**src/shared/asd_defs.svh**
```systemverilog
// command byte field positions, reset values and fixed channel numbers
`ifndef ASD_DEFS_SVH
`define ASD_DEFS_SVH
`define ASD_CMD_CONV_BIT   7
`define ASD_CMD_SETUP_BIT  6
`define ASD_CHAN_MSB       6
`define ASD_CHAN_LSB       3
`define ASD_SWEEP_MSB      2
`define ASD_SWEEP_LSB      1
`define ASD_TEMP_BIT       0
`define ASD_CLK_MSB        5
`define ASD_CLK_LSB        4
`define ASD_REF_MSB        3
`define ASD_REF_LSB        2
`define ASD_POL_MSB        1
`define ASD_POL_LSB        0
`define ASD_CLK_RESET      2'h2
`define ASD_REF_RESET      2'h2
`define ASD_POL_RESET      2'h0
`define ASD_MAP_RESET      8'h00
`define ASD_CMD_RESET      8'h00
`define ASD_CONVERSION_START_PIN_CH       4'hf
`define ASD_SECONDARY_REF_PIN_CH        4'he
`define ASD_LAST_BIT       3'h7
`endif

```
**src/shared/asd_pkg.sv**
```systemverilog
// types shared by the scan/setup decoder modules
package asd_pkg;
  typedef enum logic [1:0] {
    ASD_SWEEP_UP_TO  = 2'h0,
    ASD_SWEEP_FROM   = 2'h1,
    ASD_SWEEP_REPEAT = 2'h2,
    ASD_SWEEP_ONCE   = 2'h3
  } asd_sweep_type;
  typedef enum logic [1:0] {
    ASD_REF_INT        = 2'h0,
    ASD_REF_EXT_SINGLE = 2'h1,
    ASD_REF_INT_DACEXT = 2'h2,
    ASD_REF_EXT_DIFF   = 2'h3
  } asd_ref_type;
  typedef enum logic [3:0] {
    SEQ_IDLE = 4'h1,
    SEQ_TEMP = 4'h2,
    SEQ_CHAN = 4'h4,
    SEQ_NEXT = 4'h8
  } asd_seq_state_type;
  typedef enum logic [2:0] {
    RX_CMD      = 3'h1,
    RX_POLARITY = 3'h2,
    RX_SKIP     = 3'h4
  } asd_rx_state_type;
endpackage

```
**src/shared/asd_scan_if.sv**
```systemverilog
// scan configuration and conversion handshake between decoder and sequencer
`timescale 1ns/1ps
interface asd_scan_if;
  import asd_pkg::*;
  logic          start;
  logic [3:0]    chan;
  asd_sweep_type sweep;
  logic          temp_req;
  logic [1:0]    clk_mode;
  logic [1:0]    ref_mode;
  logic [7:0]    diff_mask;
  logic [1:0]    repeat_code;
  logic          busy;
  logic          conv_valid;
  logic          conv_ready;
  logic [3:0]    conv_chan;
  logic          conv_temp;
  logic          conv_diff;
  modport dec (output start, chan, sweep, temp_req, clk_mode, ref_mode,
               output diff_mask, repeat_code, conv_ready,
               input busy, conv_valid, conv_chan, conv_temp, conv_diff);
  modport seq (input start, chan, sweep, temp_req, clk_mode, ref_mode,
               input diff_mask, repeat_code, conv_ready,
               output busy, conv_valid, conv_chan, conv_temp, conv_diff);
endinterface
```
**src/rtl/asd_scan_seq.sv**
```systemverilog
// scan sequencer: walks the channel list and issues conversion requests
`timescale 1ns/1ps
`include "asd_defs.svh"
module asd_scan_seq
  import asd_pkg::*;
(
  input wire logic clk_sys,  // system clock
  input wire logic sys_rst,  // synchronous reset
  input wire logic clk_en,   // freezes all state while low
  asd_scan_if.seq  scan      // configuration and conversion handshake
);
  asd_seq_state_type state, next_state;
  logic [3:0]        cur, next_cur;
  logic [3:0]        last, next_last;
  logic [4:0]        remain, next_remain;
  asd_sweep_type     sweep, next_sweep;
  logic              cur_diff;
  logic [3:0]        lo_pin;
  logic [3:0]        hi_pin;
  logic              skip;
  logic              at_end;

  function automatic logic reserved(input logic [3:0] p);
    reserved = (p == `ASD_CONVERSION_START_PIN_CH && !scan.clk_mode[1]) ||
               (p == `ASD_SECONDARY_REF_PIN_CH && scan.ref_mode[0]);
  endfunction

  always_comb begin
    cur_diff = scan.diff_mask[cur[3:1]];
    lo_pin   = cur_diff ? {cur[3:1], 1'b0} : cur;
    hi_pin   = cur_diff ? {cur[3:1], 1'b1} : cur;
    skip     = reserved(lo_pin) || reserved(hi_pin);
    at_end   = (sweep == ASD_SWEEP_ONCE) ||
               ((sweep == ASD_SWEEP_REPEAT) && remain <= 5'h1) ||
               ((sweep[1] == 1'b0) && hi_pin >= last);
    next_state  = state;
    next_cur    = cur;
    next_last   = last;
    next_remain = remain;
    next_sweep  = sweep;
    case (state)
      SEQ_IDLE: begin
        if (scan.start) begin
          next_sweep = scan.sweep;
          next_cur   = (scan.sweep == ASD_SWEEP_UP_TO) ? 4'h0 : scan.chan;
          next_last  = (scan.sweep == ASD_SWEEP_FROM) ? 4'hf : scan.chan;
          // repeat count: four results per code step
          next_remain = {3'({1'b0, scan.repeat_code} + 3'h1), 2'h0};
          next_state  = scan.temp_req ? SEQ_TEMP : SEQ_CHAN;
        end
      end
      SEQ_TEMP: begin
        if (scan.conv_ready) begin
          next_state = SEQ_CHAN;
        end
      end
      SEQ_CHAN: begin
        if (skip || scan.conv_ready) begin
          next_state = SEQ_NEXT;
        end
      end
      SEQ_NEXT: begin
        if (at_end) begin
          next_state = SEQ_IDLE;
        end else begin
          next_state = SEQ_CHAN;
          if (sweep == ASD_SWEEP_REPEAT) begin
            next_remain = remain - 5'h1;
          end else begin
            next_cur = hi_pin + 4'h1;
          end
        end
      end
      default: next_state = SEQ_IDLE;
    endcase
  end

  always_ff @(posedge clk_sys) begin
    if (sys_rst) begin
      state  <= SEQ_IDLE;
      cur    <= 4'h0;
      last   <= 4'h0;
      remain <= 5'h0;
      sweep  <= ASD_SWEEP_UP_TO;
    end else if (clk_en) begin
      state  <= next_state;
      cur    <= next_cur;
      last   <= next_last;
      remain <= next_remain;
      sweep  <= next_sweep;
    end
  end

  assign scan.busy       = (state != SEQ_IDLE);
  assign scan.conv_valid = (state == SEQ_TEMP) ||
                           ((state == SEQ_CHAN) && !skip);
  assign scan.conv_temp  = (state == SEQ_TEMP);
  assign scan.conv_chan  = lo_pin;
  assign scan.conv_diff  = cur_diff;
endmodule

```
**src/rtl/asd_top.sv**
```systemverilog
// serial command decoder for the converter's scan and setup registers
//
// What this block does
// - reference mode 00: internal reference for both converter and DACs
// - reference mode 10: internal reference for converter, primary pin DACs
// - reference mode 01: primary pin for DACs, secondary pin for converter
// - reference mode 11: differential reference, primary plus, secondary minus
// - shared pin is analog input in modes 00/10, reference in 01/11
// - reference-mode field sits in setup bits 3 and 2
// - converter reference on if forced, or mode 00 with any DAC active
// - scan command bit 0 requests one temperature measurement
// - temperature converts first and is read out first
// - an unread temperature result is replaced by a newer one
// - temperature is two's complement, one eighth degree per step
// - bit 7 set selects scan command: channel, sweep mode, temperature
// - four channel bits are a binary channel number 0 to 15
// - clock modes 1x start on write, modes 0x on start-pin low pulse
// - channels on the start pin (clock modes 0x) or secondary reference pin (reference modes 01/11) are skipped
// - differential pairs ignore the lowest channel bit
// - sweep 00 runs 0 to N, sweep 01 runs N to the top
// - sweep 10 repeats channel N, count from repeat-count bits
// - sweep 11 converts channel N once
// - bits 7..6 equal 01 select the setup command
// - clock mode in setup bits 5 and 4, upper bit resets to one
// - setup bits 1 and 0 pick the next polarity-map register
// - polarity 10 writes unipolar map, 11 writes bipolar map
// - oscillator runs in clock modes 00, 01, 10; mode 11 uses serial clock
// - serial output shifts zeros when no result is buffered
`timescale 1ns/1ps
`include "asd_defs.svh"
module asd_top
  import asd_pkg::*;
(
  input  wire logic        clk_sys,              // system clock, 100 MHz
  input  wire logic        sys_rst,              // synchronous reset
  input  wire logic        clk_en,               // freezes all state
  input  wire logic        cs_n_pin,             // serial chip select
  input  wire logic        sclk_pin,             // serial clock pin
  input  wire logic        din_pin,              // serial data in
  input  wire logic        conversion_start_pin, // start pin, active low
  output logic             dout_pin,             // serial data out
  input  wire logic        force_ref_on_bit,     // forced reference on
  input  wire logic        dac_powered_any,      // some DAC powered up
  input  wire logic        dac_pullup_any,       // some DAC pulled to ref
  input  wire logic        repeat_count_bit1,    // repeat count, upper
  input  wire logic        repeat_count_bit0,    // repeat count, lower
  output logic             conv_valid,           // conversion request
  input  wire logic        conv_ready,           // converter takes request
  output logic [3:0]       conv_chan,            // channel to convert
  output logic             conv_temp,            // request is temperature
  output logic             conv_diff,            // channel is a pair
  output logic             conv_bipolar,         // pair is bipolar
  output logic             scan_busy,            // scan in progress
  input  wire logic        temp_done,            // temperature result ready
  input  wire logic [11:0] temp_code,            // temperature result
  input  wire logic        fifo_valid,           // result buffer not empty
  input  wire logic [15:0] fifo_word,            // oldest buffered result
  output logic             fifo_pop,             // take oldest result
  output logic             adc_ref_internal,     // converter internal ref
  output logic             adc_ref_ext_single,   // converter on secondary
  output logic             adc_ref_ext_diff,     // converter differential
  output logic             dac_ref_external,     // DACs on primary pin
  output logic             shared_pin_is_ref,    // shared pin is a ref
  output logic             adc_ref_on,           // hold reference on
  output logic             osc_enable,           // internal oscillator on
  output logic             sclk_timed,           // serial clock times conv
  output logic             sclk_tick,            // serial clock fall pulse
  output logic [1:0]       clock_mode,           // current clock mode
  output logic [1:0]       ref_mode_field,       // current reference mode
  output logic [7:0]       unipolar_map,         // unipolar-mode register
  output logic [7:0]       bipolar_map           // bipolar-mode register
);

  // --------------------------------------------------------------
  // pin synchronisers
  // --------------------------------------------------------------
  logic [3:0] sync_a;
  logic [3:0] sync_b;
  logic       cs_prev;
  logic       sclk_prev;
  logic       start_prev;
  logic       cs_s;
  logic       sclk_s;
  logic       din_s;
  logic       start_s;

  always_ff @(posedge clk_sys) begin
    if (sys_rst) begin
      sync_a     <= 4'hf;
      sync_b     <= 4'hf;
      cs_prev    <= 1'b1;
      sclk_prev  <= 1'b1;
      start_prev <= 1'b1;
    end else if (clk_en) begin
      sync_a     <= {cs_n_pin, sclk_pin, din_pin, conversion_start_pin};
      sync_b     <= sync_a;
      cs_prev    <= cs_s;
      sclk_prev  <= sclk_s;
      start_prev <= start_s;
    end
  end

  assign cs_s    = sync_b[3];
  assign sclk_s  = sync_b[2];
  assign din_s   = sync_b[1];
  assign start_s = sync_b[0];

  logic cs_fall;
  logic sclk_fall;
  logic start_rise;
  logic byte_done;

  assign cs_fall    = cs_prev && !cs_s;
  // only edges inside a frame count; the clock may idle either way
  assign sclk_fall  = sclk_prev && !sclk_s && !cs_s;
  // a start pulse is taken at its trailing edge
  assign start_rise = !start_prev && start_s;

  // --------------------------------------------------------------
  // command receiver and register file
  // --------------------------------------------------------------
  asd_rx_state_type rx_state, next_rx_state;
  logic [2:0]       bit_cnt, next_bit_cnt;
  logic [6:0]       shift_in, next_shift_in;
  logic [7:0]       scan_command, next_scan_command;
  logic [1:0]       next_clock_mode;
  logic [1:0]       next_ref_mode;
  logic [1:0]       pol_sel, next_pol_sel;
  logic [7:0]       next_unipolar;
  logic [7:0]       next_bipolar;
  logic             scan_start, next_scan_start;
  logic [7:0]       rx_byte;

  assign rx_byte   = {shift_in, din_s};
  assign byte_done = sclk_fall && (bit_cnt == `ASD_LAST_BIT);

  always_comb begin
    next_rx_state     = rx_state;
    next_bit_cnt      = bit_cnt;
    next_shift_in     = shift_in;
    next_scan_command = scan_command;
    next_clock_mode   = clock_mode;
    next_ref_mode     = ref_mode_field;
    next_pol_sel      = pol_sel;
    next_unipolar     = unipolar_map;
    next_bipolar      = bipolar_map;
    next_scan_start   = 1'b0;
    if (cs_fall) begin
      next_rx_state = RX_CMD;
      next_bit_cnt  = 3'h0;
    end else if (sclk_fall) begin
      next_shift_in = rx_byte[6:0];
      next_bit_cnt  = bit_cnt + 3'h1;
    end
    if (byte_done) begin
      case (rx_state)
        RX_CMD: begin
          next_rx_state = RX_SKIP;
          if (rx_byte[`ASD_CMD_CONV_BIT]) begin
            next_scan_command = rx_byte;
            next_scan_start   = clock_mode[1];
          end else if (rx_byte[`ASD_CMD_SETUP_BIT]) begin
            next_clock_mode = rx_byte[`ASD_CLK_MSB:`ASD_CLK_LSB];
            next_ref_mode   = rx_byte[`ASD_REF_MSB:`ASD_REF_LSB];
            next_pol_sel    = rx_byte[`ASD_POL_MSB:`ASD_POL_LSB];
            if (rx_byte[`ASD_POL_MSB]) begin
              next_rx_state = RX_POLARITY;
            end
          end
        end
        RX_POLARITY: begin
          next_rx_state = RX_SKIP;
          if (pol_sel[0]) begin
            next_bipolar = rx_byte;
          end else begin
            next_unipolar = rx_byte;
          end
        end
        RX_SKIP: next_rx_state = RX_SKIP;
        default: next_rx_state = RX_SKIP;
      endcase
    end
    if (start_rise && !clock_mode[1]) begin
      next_scan_start = 1'b1;
    end
  end

  always_ff @(posedge clk_sys) begin
    if (sys_rst) begin
      rx_state       <= RX_SKIP;
      bit_cnt        <= 3'h0;
      shift_in       <= 7'h00;
      scan_command   <= `ASD_CMD_RESET;
      clock_mode     <= `ASD_CLK_RESET;
      ref_mode_field <= `ASD_REF_RESET;
      pol_sel        <= `ASD_POL_RESET;
      unipolar_map   <= `ASD_MAP_RESET;
      bipolar_map    <= `ASD_MAP_RESET;
      scan_start     <= 1'b0;
    end else if (clk_en) begin
      rx_state       <= next_rx_state;
      bit_cnt        <= next_bit_cnt;
      shift_in       <= next_shift_in;
      scan_command   <= next_scan_command;
      clock_mode     <= next_clock_mode;
      ref_mode_field <= next_ref_mode;
      pol_sel        <= next_pol_sel;
      unipolar_map   <= next_unipolar;
      bipolar_map    <= next_bipolar;
      scan_start     <= next_scan_start;
    end
  end

  // --------------------------------------------------------------
  // result readout
  // --------------------------------------------------------------
  logic [15:0] tx_shift, next_tx_shift;
  logic [11:0] temp_word, next_temp_word;
  logic        temp_pending, next_temp_pending;

  assign fifo_pop = cs_fall && !temp_pending && fifo_valid && clk_en;

  always_comb begin
    next_tx_shift     = tx_shift;
    next_temp_word    = temp_word;
    next_temp_pending = temp_pending;
    if (cs_fall) begin
      if (temp_pending) begin
        next_tx_shift     = {4'h0, temp_word};
        next_temp_pending = 1'b0;
      end else if (fifo_valid) begin
        next_tx_shift = fifo_word;
      end else begin
        next_tx_shift = 16'h0000;
      end
    end else if (sclk_fall) begin
      // zeros follow once the word is out
      next_tx_shift = {tx_shift[14:0], 1'b0};
    end
    // a result arriving with the readout still counts
    if (temp_done) begin
      next_temp_word    = temp_code;
      next_temp_pending = 1'b1;
    end
  end

  always_ff @(posedge clk_sys) begin
    if (sys_rst) begin
      tx_shift     <= 16'h0000;
      temp_word    <= 12'h000;
      temp_pending <= 1'b0;
      dout_pin     <= 1'b0;
    end else if (clk_en) begin
      tx_shift     <= next_tx_shift;
      temp_word    <= next_temp_word;
      temp_pending <= next_temp_pending;
      dout_pin     <= next_tx_shift[15] && !cs_s;
    end
  end

  // --------------------------------------------------------------
  // reference and clock routing
  // --------------------------------------------------------------
  assign adc_ref_internal   = (ref_mode_field == ASD_REF_INT) ||
                              (ref_mode_field == ASD_REF_INT_DACEXT);
  assign dac_ref_external   = (ref_mode_field != ASD_REF_INT);
  assign adc_ref_ext_single = (ref_mode_field == ASD_REF_EXT_SINGLE);
  assign adc_ref_ext_diff   = (ref_mode_field == ASD_REF_EXT_DIFF);
  assign shared_pin_is_ref  = ref_mode_field[0];
  assign adc_ref_on = force_ref_on_bit ||
                      ((ref_mode_field == ASD_REF_INT) &&
                       (dac_powered_any || dac_pullup_any));
  assign osc_enable = (clock_mode != 2'h3);
  assign sclk_timed = (clock_mode == 2'h3);
  assign sclk_tick  = sclk_fall && sclk_timed;

  // --------------------------------------------------------------
  // scan sequencer
  // --------------------------------------------------------------
  asd_scan_if scan_bus ();

  assign scan_bus.start       = scan_start;
  assign scan_bus.chan        = scan_command[`ASD_CHAN_MSB:`ASD_CHAN_LSB];
  assign scan_bus.sweep       =
    asd_sweep_type'(scan_command[`ASD_SWEEP_MSB:`ASD_SWEEP_LSB]);
  assign scan_bus.temp_req    = scan_command[`ASD_TEMP_BIT];
  assign scan_bus.clk_mode    = clock_mode;
  assign scan_bus.ref_mode    = ref_mode_field;
  assign scan_bus.diff_mask   = unipolar_map | bipolar_map;
  assign scan_bus.repeat_code = {repeat_count_bit1, repeat_count_bit0};
  assign scan_bus.conv_ready  = conv_ready;

  asd_scan_seq u_seq (
    .clk_sys (clk_sys),
    .sys_rst (sys_rst),
    .clk_en  (clk_en),
    .scan    (scan_bus)
  );

  assign conv_valid   = scan_bus.conv_valid;
  assign conv_chan    = scan_bus.conv_chan;
  assign conv_temp    = scan_bus.conv_temp;
  assign conv_diff    = scan_bus.conv_diff;
  assign conv_bipolar = scan_bus.conv_diff && bipolar_map[conv_chan[3:1]];
  assign scan_busy    = scan_bus.busy;
endmodule

```
**config.mk**
```make
export PLATFORM = sky130hd
export DESIGN_NAME = asd_top
export DESIGN_NICKNAME = d
export VERILOG_FILES = /design/src/shared/asd_pkg.sv /design/src/shared/asd_scan_if.sv /design/src/rtl/asd_scan_seq.sv /design/src/rtl/asd_top.sv
export VERILOG_INCLUDE_DIRS = /design/src /design/src/shared
export SDC_FILE = /design/constraint.sdc
export NUM_CORES = 1
export LEC_CHECK = 0
export BUFFER_PORTS_ARGS = -buffer_cell sky130_fd_sc_hd__buf_2
export CORE_MARGIN = 1
export CORE_UTILIZATION = 30
export DETAILED_ROUTE_END_ITERATION = 7
export GPL_TIMING_DRIVEN = 1
export SYNTH_ARGS = -nofsm -noshare
export SYNTH_HDL_FRONTEND = slang
export SYNTH_HIERARCHICAL = 1
export SYNTH_SLANG_ARGS = --single-unit
```
**constraint.sdc**
```tcl
create_clock -name clk_sys -period 8.8 [get_ports clk_sys]
set_input_delay 1.76 -clock clk_sys [delete_from_list [all_inputs] [get_ports clk_sys]]
set_output_delay 1.76 -clock clk_sys [all_outputs]
set_load 0.05 [all_outputs]
```
# Word-level counts from Yosys, hierarchy flattened
# Cells that the tools add are included.
# word_totals
input_bits,43
ram_bits,0
romBits,0
out_inout_bits,40
latchBits,0
memories,0
word_cells,160
ff_bits,102
# op_classes
n_lt_le_gt_ge,4
mul,0
n_reduce_logical,56
mux,40
bitwise_logic,5
n_div,0
shifts,0
n_addsub,4
eq_ne,26
# op_table
operator,n
16-bit two-way mux,4
4-bit two-way mux,8
3-bit two-way mux,10
4-bit equality test (second input constant),5
1-bit logical AND,20
4-bit case mux with 4 select lines,1
4-bit AND reduction,4
5-bit two-way mux,3
5-bit AND reduction,3
2-bit equality test (second input constant),5
1-bit logical OR,10
1-bit two-way mux,10
2-bit != test (second input constant),5
5-bit case mux with 2 select lines,1
2-bit nonzero test,5
3-bit by 4-bit < comparator with 1-bit output (second input constant),2
8-bit bitwise OR,1
4-bit case mux with 2 select lines,1
2-bit AND reduction,4
1-bit binary-select mux with 3-bit select,2
1-bit logical NOT,6
3-bit AND reduction,2
5-bit by 1-bit <= comparator with 1-bit output (second input constant),1
5-bit by 1-bit subtractor with 5-bit output (second input constant),1
15 further kinds,21

# Logic depth before layout (Yosys ltp)
# Gate-level depths: netlist of run 1.
# logic_depth
ltp_word,11
ltp_mapped,11
ltp_nobuf,11

# Cells and area by module
# Netlist of run 1, hierarchy kept.
# modules_own_cells
module,n_inst,cells_per_inst,seq_area_each_um2,area_per_inst_um2
asd_top,1,397,1661.6,3587.2
asd_scan_seq,1,176,380.4,1445.1

# Least setup slack after synthesis of run 1
# No wires, ideal clock.
# synth_timing
kind,reg-to-output
startpoint,reg bipolar_map[7]
endpoint,out conv_valid
arrival_time_ns,3.721
path_buffers,0
slack_ns,3.319
path_stages_with_launch,9
required_time_ns,7.040
path_cell_list,dfxtp_1 -> or2_2 -> mux4_2 -> mux2_2 -> or2_2 -> ha_1 -> nand2b_1 -> a311oi_2 -> a311oi_1
# synth_via
elab_chain_len,11
word_cells_on_any_way,19
cone_classes,eq/ne (4); mux (4); bitwise (1); reduce/logical (10)
# synth_rtl
item,line_no,rtl
"start, declared",asd_top.sv:71,output logic [7:0] bipolar_map
"start signal, assigned",asd_top.sv:198,bipolar_map <= `ASD_MAP_RESET;
"start signal, assigned",asd_top.sv:209,bipolar_map <= next_bipolar;
8-bit bitwise OR *,asd_top.sv:289,assign scan_bus.diff_mask = unipolar_map | bipolar_map;
named net scan_bus.diff_mask[7],asd_scan_if.sv:11,logic [7:0] diff_mask;
1-bit binary-select mux with 3-bit select *,asd_scan_seq.sv:29,cur_diff = scan.diff_mask[cur[3:1]];
1-bit two-way mux (not written as such) *,asd_scan_seq.sv:29,
named net conv_diff,asd_top.sv:51,"output logic conv_diff,"
1-bit two-way mux (on tied branches),"asd_scan_seq.sv:30, asd_scan_seq.sv:31",
4-bit equality test (no source line),--,
1-bit logical AND (on tied branches),"asd_scan_seq.sv:24, asd_scan_seq.sv:25",
1-bit logical OR,asd_scan_seq.sv:24,reserved = (p == `ASD_CONVERSION_START_PIN_CH && !scan.clk_mode[1]) ||
1-bit logical OR *,asd_scan_seq.sv:32,skip = reserved(lo_pin) || reserved(hi_pin);
1-bit logical NOT *,asd_scan_seq.sv:96,((state == SEQ_CHAN) && !skip);
1-bit logical AND *,asd_scan_seq.sv:96,
1-bit logical OR *,asd_scan_seq.sv:95,assign scan.conv_valid = (state == SEQ_TEMP) ||
"end, declared",asd_top.sv:47,"output logic conv_valid,"
# The timed path passes the listed nets; every way through them passes the cells marked *. The select of a mux whose other input is x is not followed.

# Worst setup path after layout of run 1
# layout_timing
startpoint,reg u_seq.cur[1]
endpoint,out conv_valid
# layout_via
elab_chain_len,10
word_cells_on_any_way,18
cone_classes,eq/ne (4); mux (4); reduce/logical (10)
# layout_rtl
item,line_no,rtl
"start, declared",asd_scan_seq.sv:13,"logic [3:0] cur, next_cur;"
"start signal, assigned",asd_scan_seq.sv:87,cur <= next_cur;
1-bit binary-select mux with 3-bit select,asd_scan_seq.sv:29,
1-bit two-way mux (not written as such),asd_scan_seq.sv:29,
1-bit two-way mux (on tied branches),"asd_scan_seq.sv:30, asd_scan_seq.sv:31",
4-bit equality test (no source line),--,
1-bit logical AND (on tied branches),"asd_scan_seq.sv:24, asd_scan_seq.sv:25",
1-bit logical OR,asd_scan_seq.sv:24,
1-bit logical OR *,asd_scan_seq.sv:32,
1-bit logical NOT *,asd_scan_seq.sv:96,
1-bit logical AND *,asd_scan_seq.sv:96,
1-bit logical OR *,asd_scan_seq.sv:95,
# Every way passes the cells marked *; elsewhere a longest branch is shown, timed or not. The select of a mux whose other input is x is not followed.

==> results of run 1 <==
## layer usage
metal  up-vias  GRT usage [%]  routed length (um)
met1      1954           19.1                6050
li1       2149              -                   -
met3         9           3.01                 491
met5         -              0                   0
met4         0           4.01                 124
met2        94           23.2                5550
## final timing paths
path	startpoint	to	slack (ns)	cells after the start
setup / recovery	u_seq/cur[1]$_SDFFE_PP0P_	conv_valid	3.72	8
hold / removal	u_seq/sweep[0]$_SDFFE_PP0P_	u_seq/sweep[0]$_SDFFE_PP0P_	0.45	2
setup reg to reg	u_seq/cur[1]$_SDFFE_PP0P_	u_seq/cur[3]$_SDFFE_PP0P_	5.28	10
hold reg to reg	u_seq/sweep[0]$_SDFFE_PP0P_	u_seq/sweep[0]$_SDFFE_PP0P_	0.45	2
## stage by stage
step                      utilization (%)  worst slack (ns)  total power [uW]  std cells  instance area, um^2
after floorplan                         -              3.32               542        573                 5030
after global placement               34.5              4.09               564        837                 5560
after detailed placement             34.5              4.08               564        837                 5560
after CTS                            36.4              3.69               978        853                 5870
after global routing                 36.4              3.51              1000        853                 5870
final                                36.4              3.72               968        853                 5870
## logic make-up (layout without fill, tap and decap cells)
kind of cell | Yosys count | after routing | share of synthesized area [%]
DFF | 102 | 102 | 40.6
AOI/OAI and AO/OA | 120 | 120 | 16.7
and+or+nand+nor | 244 | 244 | 25.1
adders and majority gates | 11 | 11 | 2.73
buffers and inverters | 50 | 114 | 4.67
muxes | 45 | 45 | 10.1
xor gates and xnor gates | 1 | 1 | 0.174
## synth_stat cells (3+ instances only)
| master | count | area, um^2 |
|---|---|---|
| a211o_1 | 11 | 96.3 |
| a211oi_1 | 21 | 158 |
| a21oi_1 | 39 | 195 |
| a221oi_1 | 4 | 35.0 |
| a22oi_1 | 3 | 22.5 |
| a31oi_1 | 5 | 31.3 |
| and2_1 | 4 | 25.0 |
| buf_2 | 11 | 55.1 |
| buf_4 | 5 | 37.5 |
| clkbuf_1 | 18 | 67.6 |
| dfxtp_1 | 102 | 2040 |
| ha_1 | 11 | 138 |
| inv_1 | 13 | 48.8 |
| mux2_2 | 3 | 33.8 |
| mux2i_1 | 37 | 370 |
| mux4_2 | 4 | 90.1 |
| nand2_1 | 65 | 244 |
| nand2b_1 | 9 | 56.3 |
| nand3_1 | 3 | 15.0 |
| nand3b_1 | 14 | 105 |
| nand4_1 | 3 | 18.8 |
| nor2_1 | 73 | 274 |
| nor2b_1 | 16 | 100 |
| nor3_1 | 28 | 140 |
| o21ai_0 | 10 | 50.1 |
| o21bai_1 | 4 | 30.0 |
| or2_2 | 10 | 62.6 |
## power by group
part	leakage, uW	internal [uW]	total (uW)	switching [uW]
clock	0.000153	245	415	170
sequential	0.000828	473	485	11.6
combinational	0.00148	28.3	68.4	40.0
## cell type report
| class | count | area share [%] |
|---|---|---|
| Timing Repair Buffer | 85 | 7.42 |
| Multi-Input combinational cell | 421 | 47.0 |
| Clock buffer | 14 | 4.67 |
| Clock inverter | 2 | 0.661 |
| Inverter | 13 | 0.831 |
| Sequential cell | 102 | 34.8 |
| Tap cell | 216 | 4.60 |
## state kept, by name, summed over array words and instances (netlist names), 2 cells and up
register and cells:
u_seq/state 4, bit_cnt 3, u_seq/sweep 2, tx_shift 16, shift_in 7, clock_mode 2, u_seq/last 4, ref_mode_field 2
u_seq/remain 5, scan_command 7, temp_word 12, bipolar_map 8, unipolar_map 8, u_seq/cur 4, rx_state 3, sync_b 4
sync_a 4
## worst max-delay path, delay by kind of cell (launching register included)
family | cells | cell delay, ns
muxes | 2 | 0.95
DFF | 1 | 0.72
and+or+nand+nor | 2 | 0.42
AOI/OAI and AO/OA | 2 | 0.36
buffers and inverters | 1 | 0.30
adders and majority gates | 1 | 0.21
==> metrics.csv, run 1 <==
metric,value,unit
run status,"finished, final reports clean",
Starting DRT DRC Count,245,
clock latency on the worst-skew pair,0.35,ns
min cycle time layout,5.08,ns
fmax,197,MHz
Cell variety after synth,62,
crit share post-route,57.7,%
Crit Path Max Fanout,14,
hold buffers post-CTS,0,
Core ar.,16100,um^2
Crit-path slowest cell,dfxtp_1,
most frequent cells in the layout,"dfxtp_1, buf_2, nor2_1, nand2_1, a21oi_1",
largest net degree at the start of global routing,94,
Vias/cell,4.93,
max-slew violation count,0,
"CTS clk-pin slew, worst paths",0.07,ns
Die Area,17300,um^2
Async SR Flop Fraction,0,%
FF+latch area,2040,um^2
Pwr Density,165,nW/um^2
GRT Total Usage,14.3,%
row count,46,
share of cells above drive strength 1,21.4,%
Worst setup SP type,flip-flop,
Worst EP required,7.04,ns
Layout Nets,686,
Setup crit end kind,output port,
Max VDD drop,0.112,mV
Worst Path Arrival,3.32,ns
setup fix buffers added after clock tree synthesis,0,
CTS tree,done,
final setup vio count,0,
area growth from synthesis to layout,16.7,%
Syn Inst Count,573,
ys flop type,dfxtp_1,
Hold Crit Class,flip-flop to flip-flop,
Mean Syn Cell Area,8.78,um^2
first drt pass iteration count,4,
DR DRC count,0,
I/O pin cnt,83,
"Cell Area, Synth",5030,um^2
footprint of the multi-input gates,2760,um^2
H-tree levels,3,
die width,132,um
Slew headroom,34.7,%
Crit path largest cell delay,0.72,ns
Vert. Die Dim,132,um
global-route wire length before repair,20300,um
Max Buffers Root-to-Sink,2,
final hold violations,0,
"Remaining Overflow, GRT",0,
ANT nets after route,0,
FILL cells,1705,
antenna violations before repair,0,
CTS Sinks,102,
DP HPWL,8550,um
max-capacitance violation count,0,
WL per Instance,14.3,um
Pleak,0.00246,uW
setup_tns,0,ns
vias in the first global route,4009,
post-cts sizing count,0,
Mapped Nets,627,
"most common cell after layout, fill and taps aside",dfxtp_1,
Root Driver,clkbuf_16,
Initial Utilization,31.2,%
register bit total from synthesis,102,
crit path cell chain,mux4_2 > mux2_2 > or2_2 > ha_1 > nand2b_1 > a311oi_2 > a311oi_1 > buf_2,
worst hold slack,0.451,ns
ANT cells,0,
measured slew at the worst slew-check pin,0.979,ns
via count,4206,
routability cong.,0.766,
CTS buffer count,9,
"EDFF count, synth",0,
"Seq/Total Area, Yosys",40.6,%
PortBufs,82,
yosys synthesis warning count,6,
RSZ-0062 raised after global routing,no,
critical path type,flip-flop to output port,
Layout Skew,0.0116,ns
final wirelength,12200,um
Power figures use the tool's default switching activity.
==> run 2, diff against run 1 <==
Settings changed: ABC_AREA from default to 1.
Clock period 8.8 ns to 4.66 ns, I/O delays scaled along.
==> metrics.csv, run 2 <==
metric,value,unit,change
run status,"complete, but fails checks",,
failing checks,design-rule violations,,
Worst setup SP type,flip-flop,,
Slew headroom,59.2,%,+24 points
DR DRC count,2,,+2
Cell variety after synth,41,,-34%
most frequent cells in the layout,"nand2_1, nor2_1, dfxtp_1, buf_2, o21ai_0",,
Crit Path Max Fanout,16,,+2
yosys synthesis warning count,6,,unchanged
"Core Util, Final",35.8,%,-0.61 points
Starting DRT DRC Count,282,,+15%
final wirelength,12600,um,+2.9%
register bit total from synthesis,102,,unchanged
clock latency on the worst-skew pair,0.35,ns,about the same
reg2reg end,u_seq/cur[3]$_SDFFE_PP0P_,,
Hold Path Stages,2,,unchanged
vias in the first global route,4225,,+5.4%
"Cell Area, Synth",5050,um^2,+0.42%
Top reg by flops,tx_shift,,
final setup vio count,0,,unchanged
Pleak,0.00283,uW,+15%
biggest regs,"tx_shift x16, temp_word x12",,
global-route wire length before repair,21000,um,+3.6%
measured slew at the worst slew-check pin,0.612,ns,-0.367 ns
DP HPWL,8960,um,+4.9%
Vert. Die Dim,132,um,+0.21%
ANT cells,0,,unchanged
top post-synthesis cells by area,"dfxtp_1, nand2_1, nor2_1, o21ai_0, nand3_1",,
"top cells by count, synth","nand2_1, nor2_1, dfxtp_1",,
first drt pass iteration count,6,,+2
max reg flops,16,,unchanged
share of cells above drive strength 1,18.2,%,-3.1 points
"Remaining Overflow, GRT",0,,unchanged
Max Buffers Root-to-Sink,2,,unchanged
Layout Skew,0.00947,ns,-0.00211 ns
Vias/cell,4.55,,-7.7%
fmax,271,MHz,
min cycle time layout,3.69,ns,
Syn Inst Count,725,,+27%
setup fix buffers added after clock tree synthesis,0,,unchanged
Layout Nets,845,,+23%
post-cts sizing count,0,,unchanged
setup_tns,0,ns,unchanged
M1 GR Usage,21.0,%,+1.9 points
Async SR Flop Fraction,0,%,unchanged
die width,132,um,+0.21%
Core ar.,16500,um^2,+2.5%
Max VDD drop,0.186,mV,+66%
Crit path largest cell delay,0.68,ns,-0.04 ns
Hold Crit Class,flip-flop to flip-flop,,
Reg-to-Reg Start,u_seq/cur[1]$_SDFFE_PP0P_,,
CP most frequent cell,nand2_1,,
Mean Syn Cell Area,6.97,um^2,-21%
Root Driver,clkbuf_16,,
area growth from synthesis to layout,17.1,%,
met2 usage in global routing,23.4,%,+0.15 points
max-slew violation count,0,,unchanged
"CTS clk-pin slew, worst paths",0.08,ns,about the same
reg2reg setup slack,1.94,ns,-3.34 ns
CTS tree,done,,
crit share post-route,79.2,%,
CTS Sinks,102,,unchanged
GRT Total Usage,15.1,%,+0.79 points
final hold violations,0,,unchanged
routability cong.,0.857,,+12%
met3 usage,4.19,%,+1.2 points
crit path cell chain,nand2_1 > nand3_1 > nand3_2 > nand2_2 > inv_2 > nor2_2 > inv_1 > ha_1 > a22oi_1 > nand2_1 > a21boi_0 > buf_2,,
FF-to-FF path depth,17,,+7
Worst Path Arrival,2.76,ns,-0.56 ns
Initial Utilization,30.6,%,-0.64 points
pre-CTS WS,1.37,ns,-2.71 ns
Layout Cells excl Fill,1016,,+19%
via count,4622,,+9.9%
worst setup margin,0.970,ns,-2.75 ns
Crit-path slowest cell,dfxtp_1,,
max-capacitance violation count,0,,unchanged
Top Usage Layer GRT,met2,,
PortBufs,82,,unchanged
"EDFF count, synth",0,,unchanged
ys flop type,dfxtp_1,,
row count,47,,+2.2%
Hold EP,temp_word[11]$_SDFFE_PP0P_,,
"Seq/Total Area, Yosys",40.4,%,-0.17 points
Worst Hold Launch,temp_word[11]$_SDFFE_PP0P_,,
critical path type,flip-flop to output port,,
dominant cell type by area after synthesis,dfxtp_1,,
Setup crit end kind,output port,,
WL per Instance,12.4,um,-14%
Worst EP required,3.73,ns,-3.31 ns
H-tree levels,3,,unchanged
Pwr Density,370,nW/um^2,+120%
Mapped Nets,779,,+24%
"most common cell after layout, fill and taps aside",nand2_1,,
top cell type's share of synthesized area,40.4,%,-0.17 points
Die Area,17400,um^2,+0.42%
largest net degree at the start of global routing,68,,-28%
I/O pin cnt,83,,unchanged
RSZ-0062 raised after global routing,no,,
top-count cell post-synth,nand2_1,,
Placed Cells incl. Taps,1000,,+19%
CTS buffer count,9,,unchanged
antenna violations before repair,0,,unchanged
ANT nets after route,0,,unchanged
hold buffers post-CTS,0,,unchanged
-- run 2: changes by cell type in the layout (fill, tap and decap cells not counted), moves of 11 or more --
cell,previous run,this run
nor2b_1,16,0
o21ai_0,10,81
a211o_1,11,0
a211oi_1,21,4
inv_2,0,11
mux2i_1,37,0
inv_1,13,66
nor3_1,28,13
nand3_1,3,50
nand3b_1,14,0
nand2_1,65,141
nor2_1,73,130
-- run 2: worst max path at each step --
| stage | start | slack [ns] | depth (start not counted) | end |
|---|---|---|---|---|
| final | u_seq/cur[1]$_SDFFE_PP0P_ | 0.97 | 12 | conv_valid |
| after global routing | u_seq/cur[1]$_SDFFE_PP0P_ | 0.68 | 12 | conv_valid |
| after CTS | u_seq/cur[1]$_SDFFE_PP0P_ | 0.99 | 12 | conv_valid |
| after detailed placement | u_seq/cur[1]$_SDFFE_PP0P_ | 1.37 | 12 | conv_valid |
| after global placement | u_seq/cur[1]$_SDFFE_PP0P_ | 1.44 | 12 | conv_valid |
| after floorplan | bipolar_map[7]$_SDFFE_PP0P_ | 0.64 | 13 | conv_valid |
-- run 2: where the power goes --
group | total [uW] | switching [uW] | internal, uW
registers | 958 | 46.8 | 911
clock network | 834 | 355 | 479
logic | 398 | 270 | 128
total | 2190 | 672 | 1520
-- run 2: stage by stage --
step | total power (uW) | area (um^2) | hold WS (ns)
2_1_floorplan | 1290 | 5050 | 0.426
3_3_place_gp | 1380 | 5590 | 0.443
3_5_place_dp | 1380 | 5590 | 0.443
4_1_cts | 2210 | 5920 | 0.461
5_1_grt | 2310 | 5920 | 0.489
6_report | 2190 | 5920 | 0.458
-- run 2: cells by family (layout without fill, tap and decap cells) --
kind of cell / Yosys count / in the layout / synth area share, %
adders and majority gates: 11 / 11 / 2.72
and+or+nand+nor: 368 / 368 / 32.7
xor gates and xnor gates: 2 / 2 / 0.347
buffers and inverters: 107 / 178 / 9.01
AOI/OAI and AO/OA: 135 / 135 / 14.8
DFF: 102 / 102 / 40.4
-- run 2: per-layer routing --
metal	vias up	wire (um)
met2	81	5750
li1	2465	-
met1	2070	6290
met4	0	87
met5	-	0
met3	6	457
-- run 2: cell type report --
| type | count | area [um^2] |
|---|---|---|
| clock buffer | 9 | 225 |
| clock inverter | 7 | 104 |
| fill | 1812 | 10600 |
| inverter | 79 | 299 |
| multi-input combinational | 516 | 2560 |
| sequential | 102 | 2040 |
| tap | 220 | 275 |
| timing repair buffer | 83 | 418 |
-- run 2: critical path, delay by kind of cell (launching register included) --
family          cells  cell delay [ns]
simple gates        6             0.72
fa+ha+maj           1             0.22
compound gates      2             0.34
flops               1             0.68
buf+inv             3             0.44
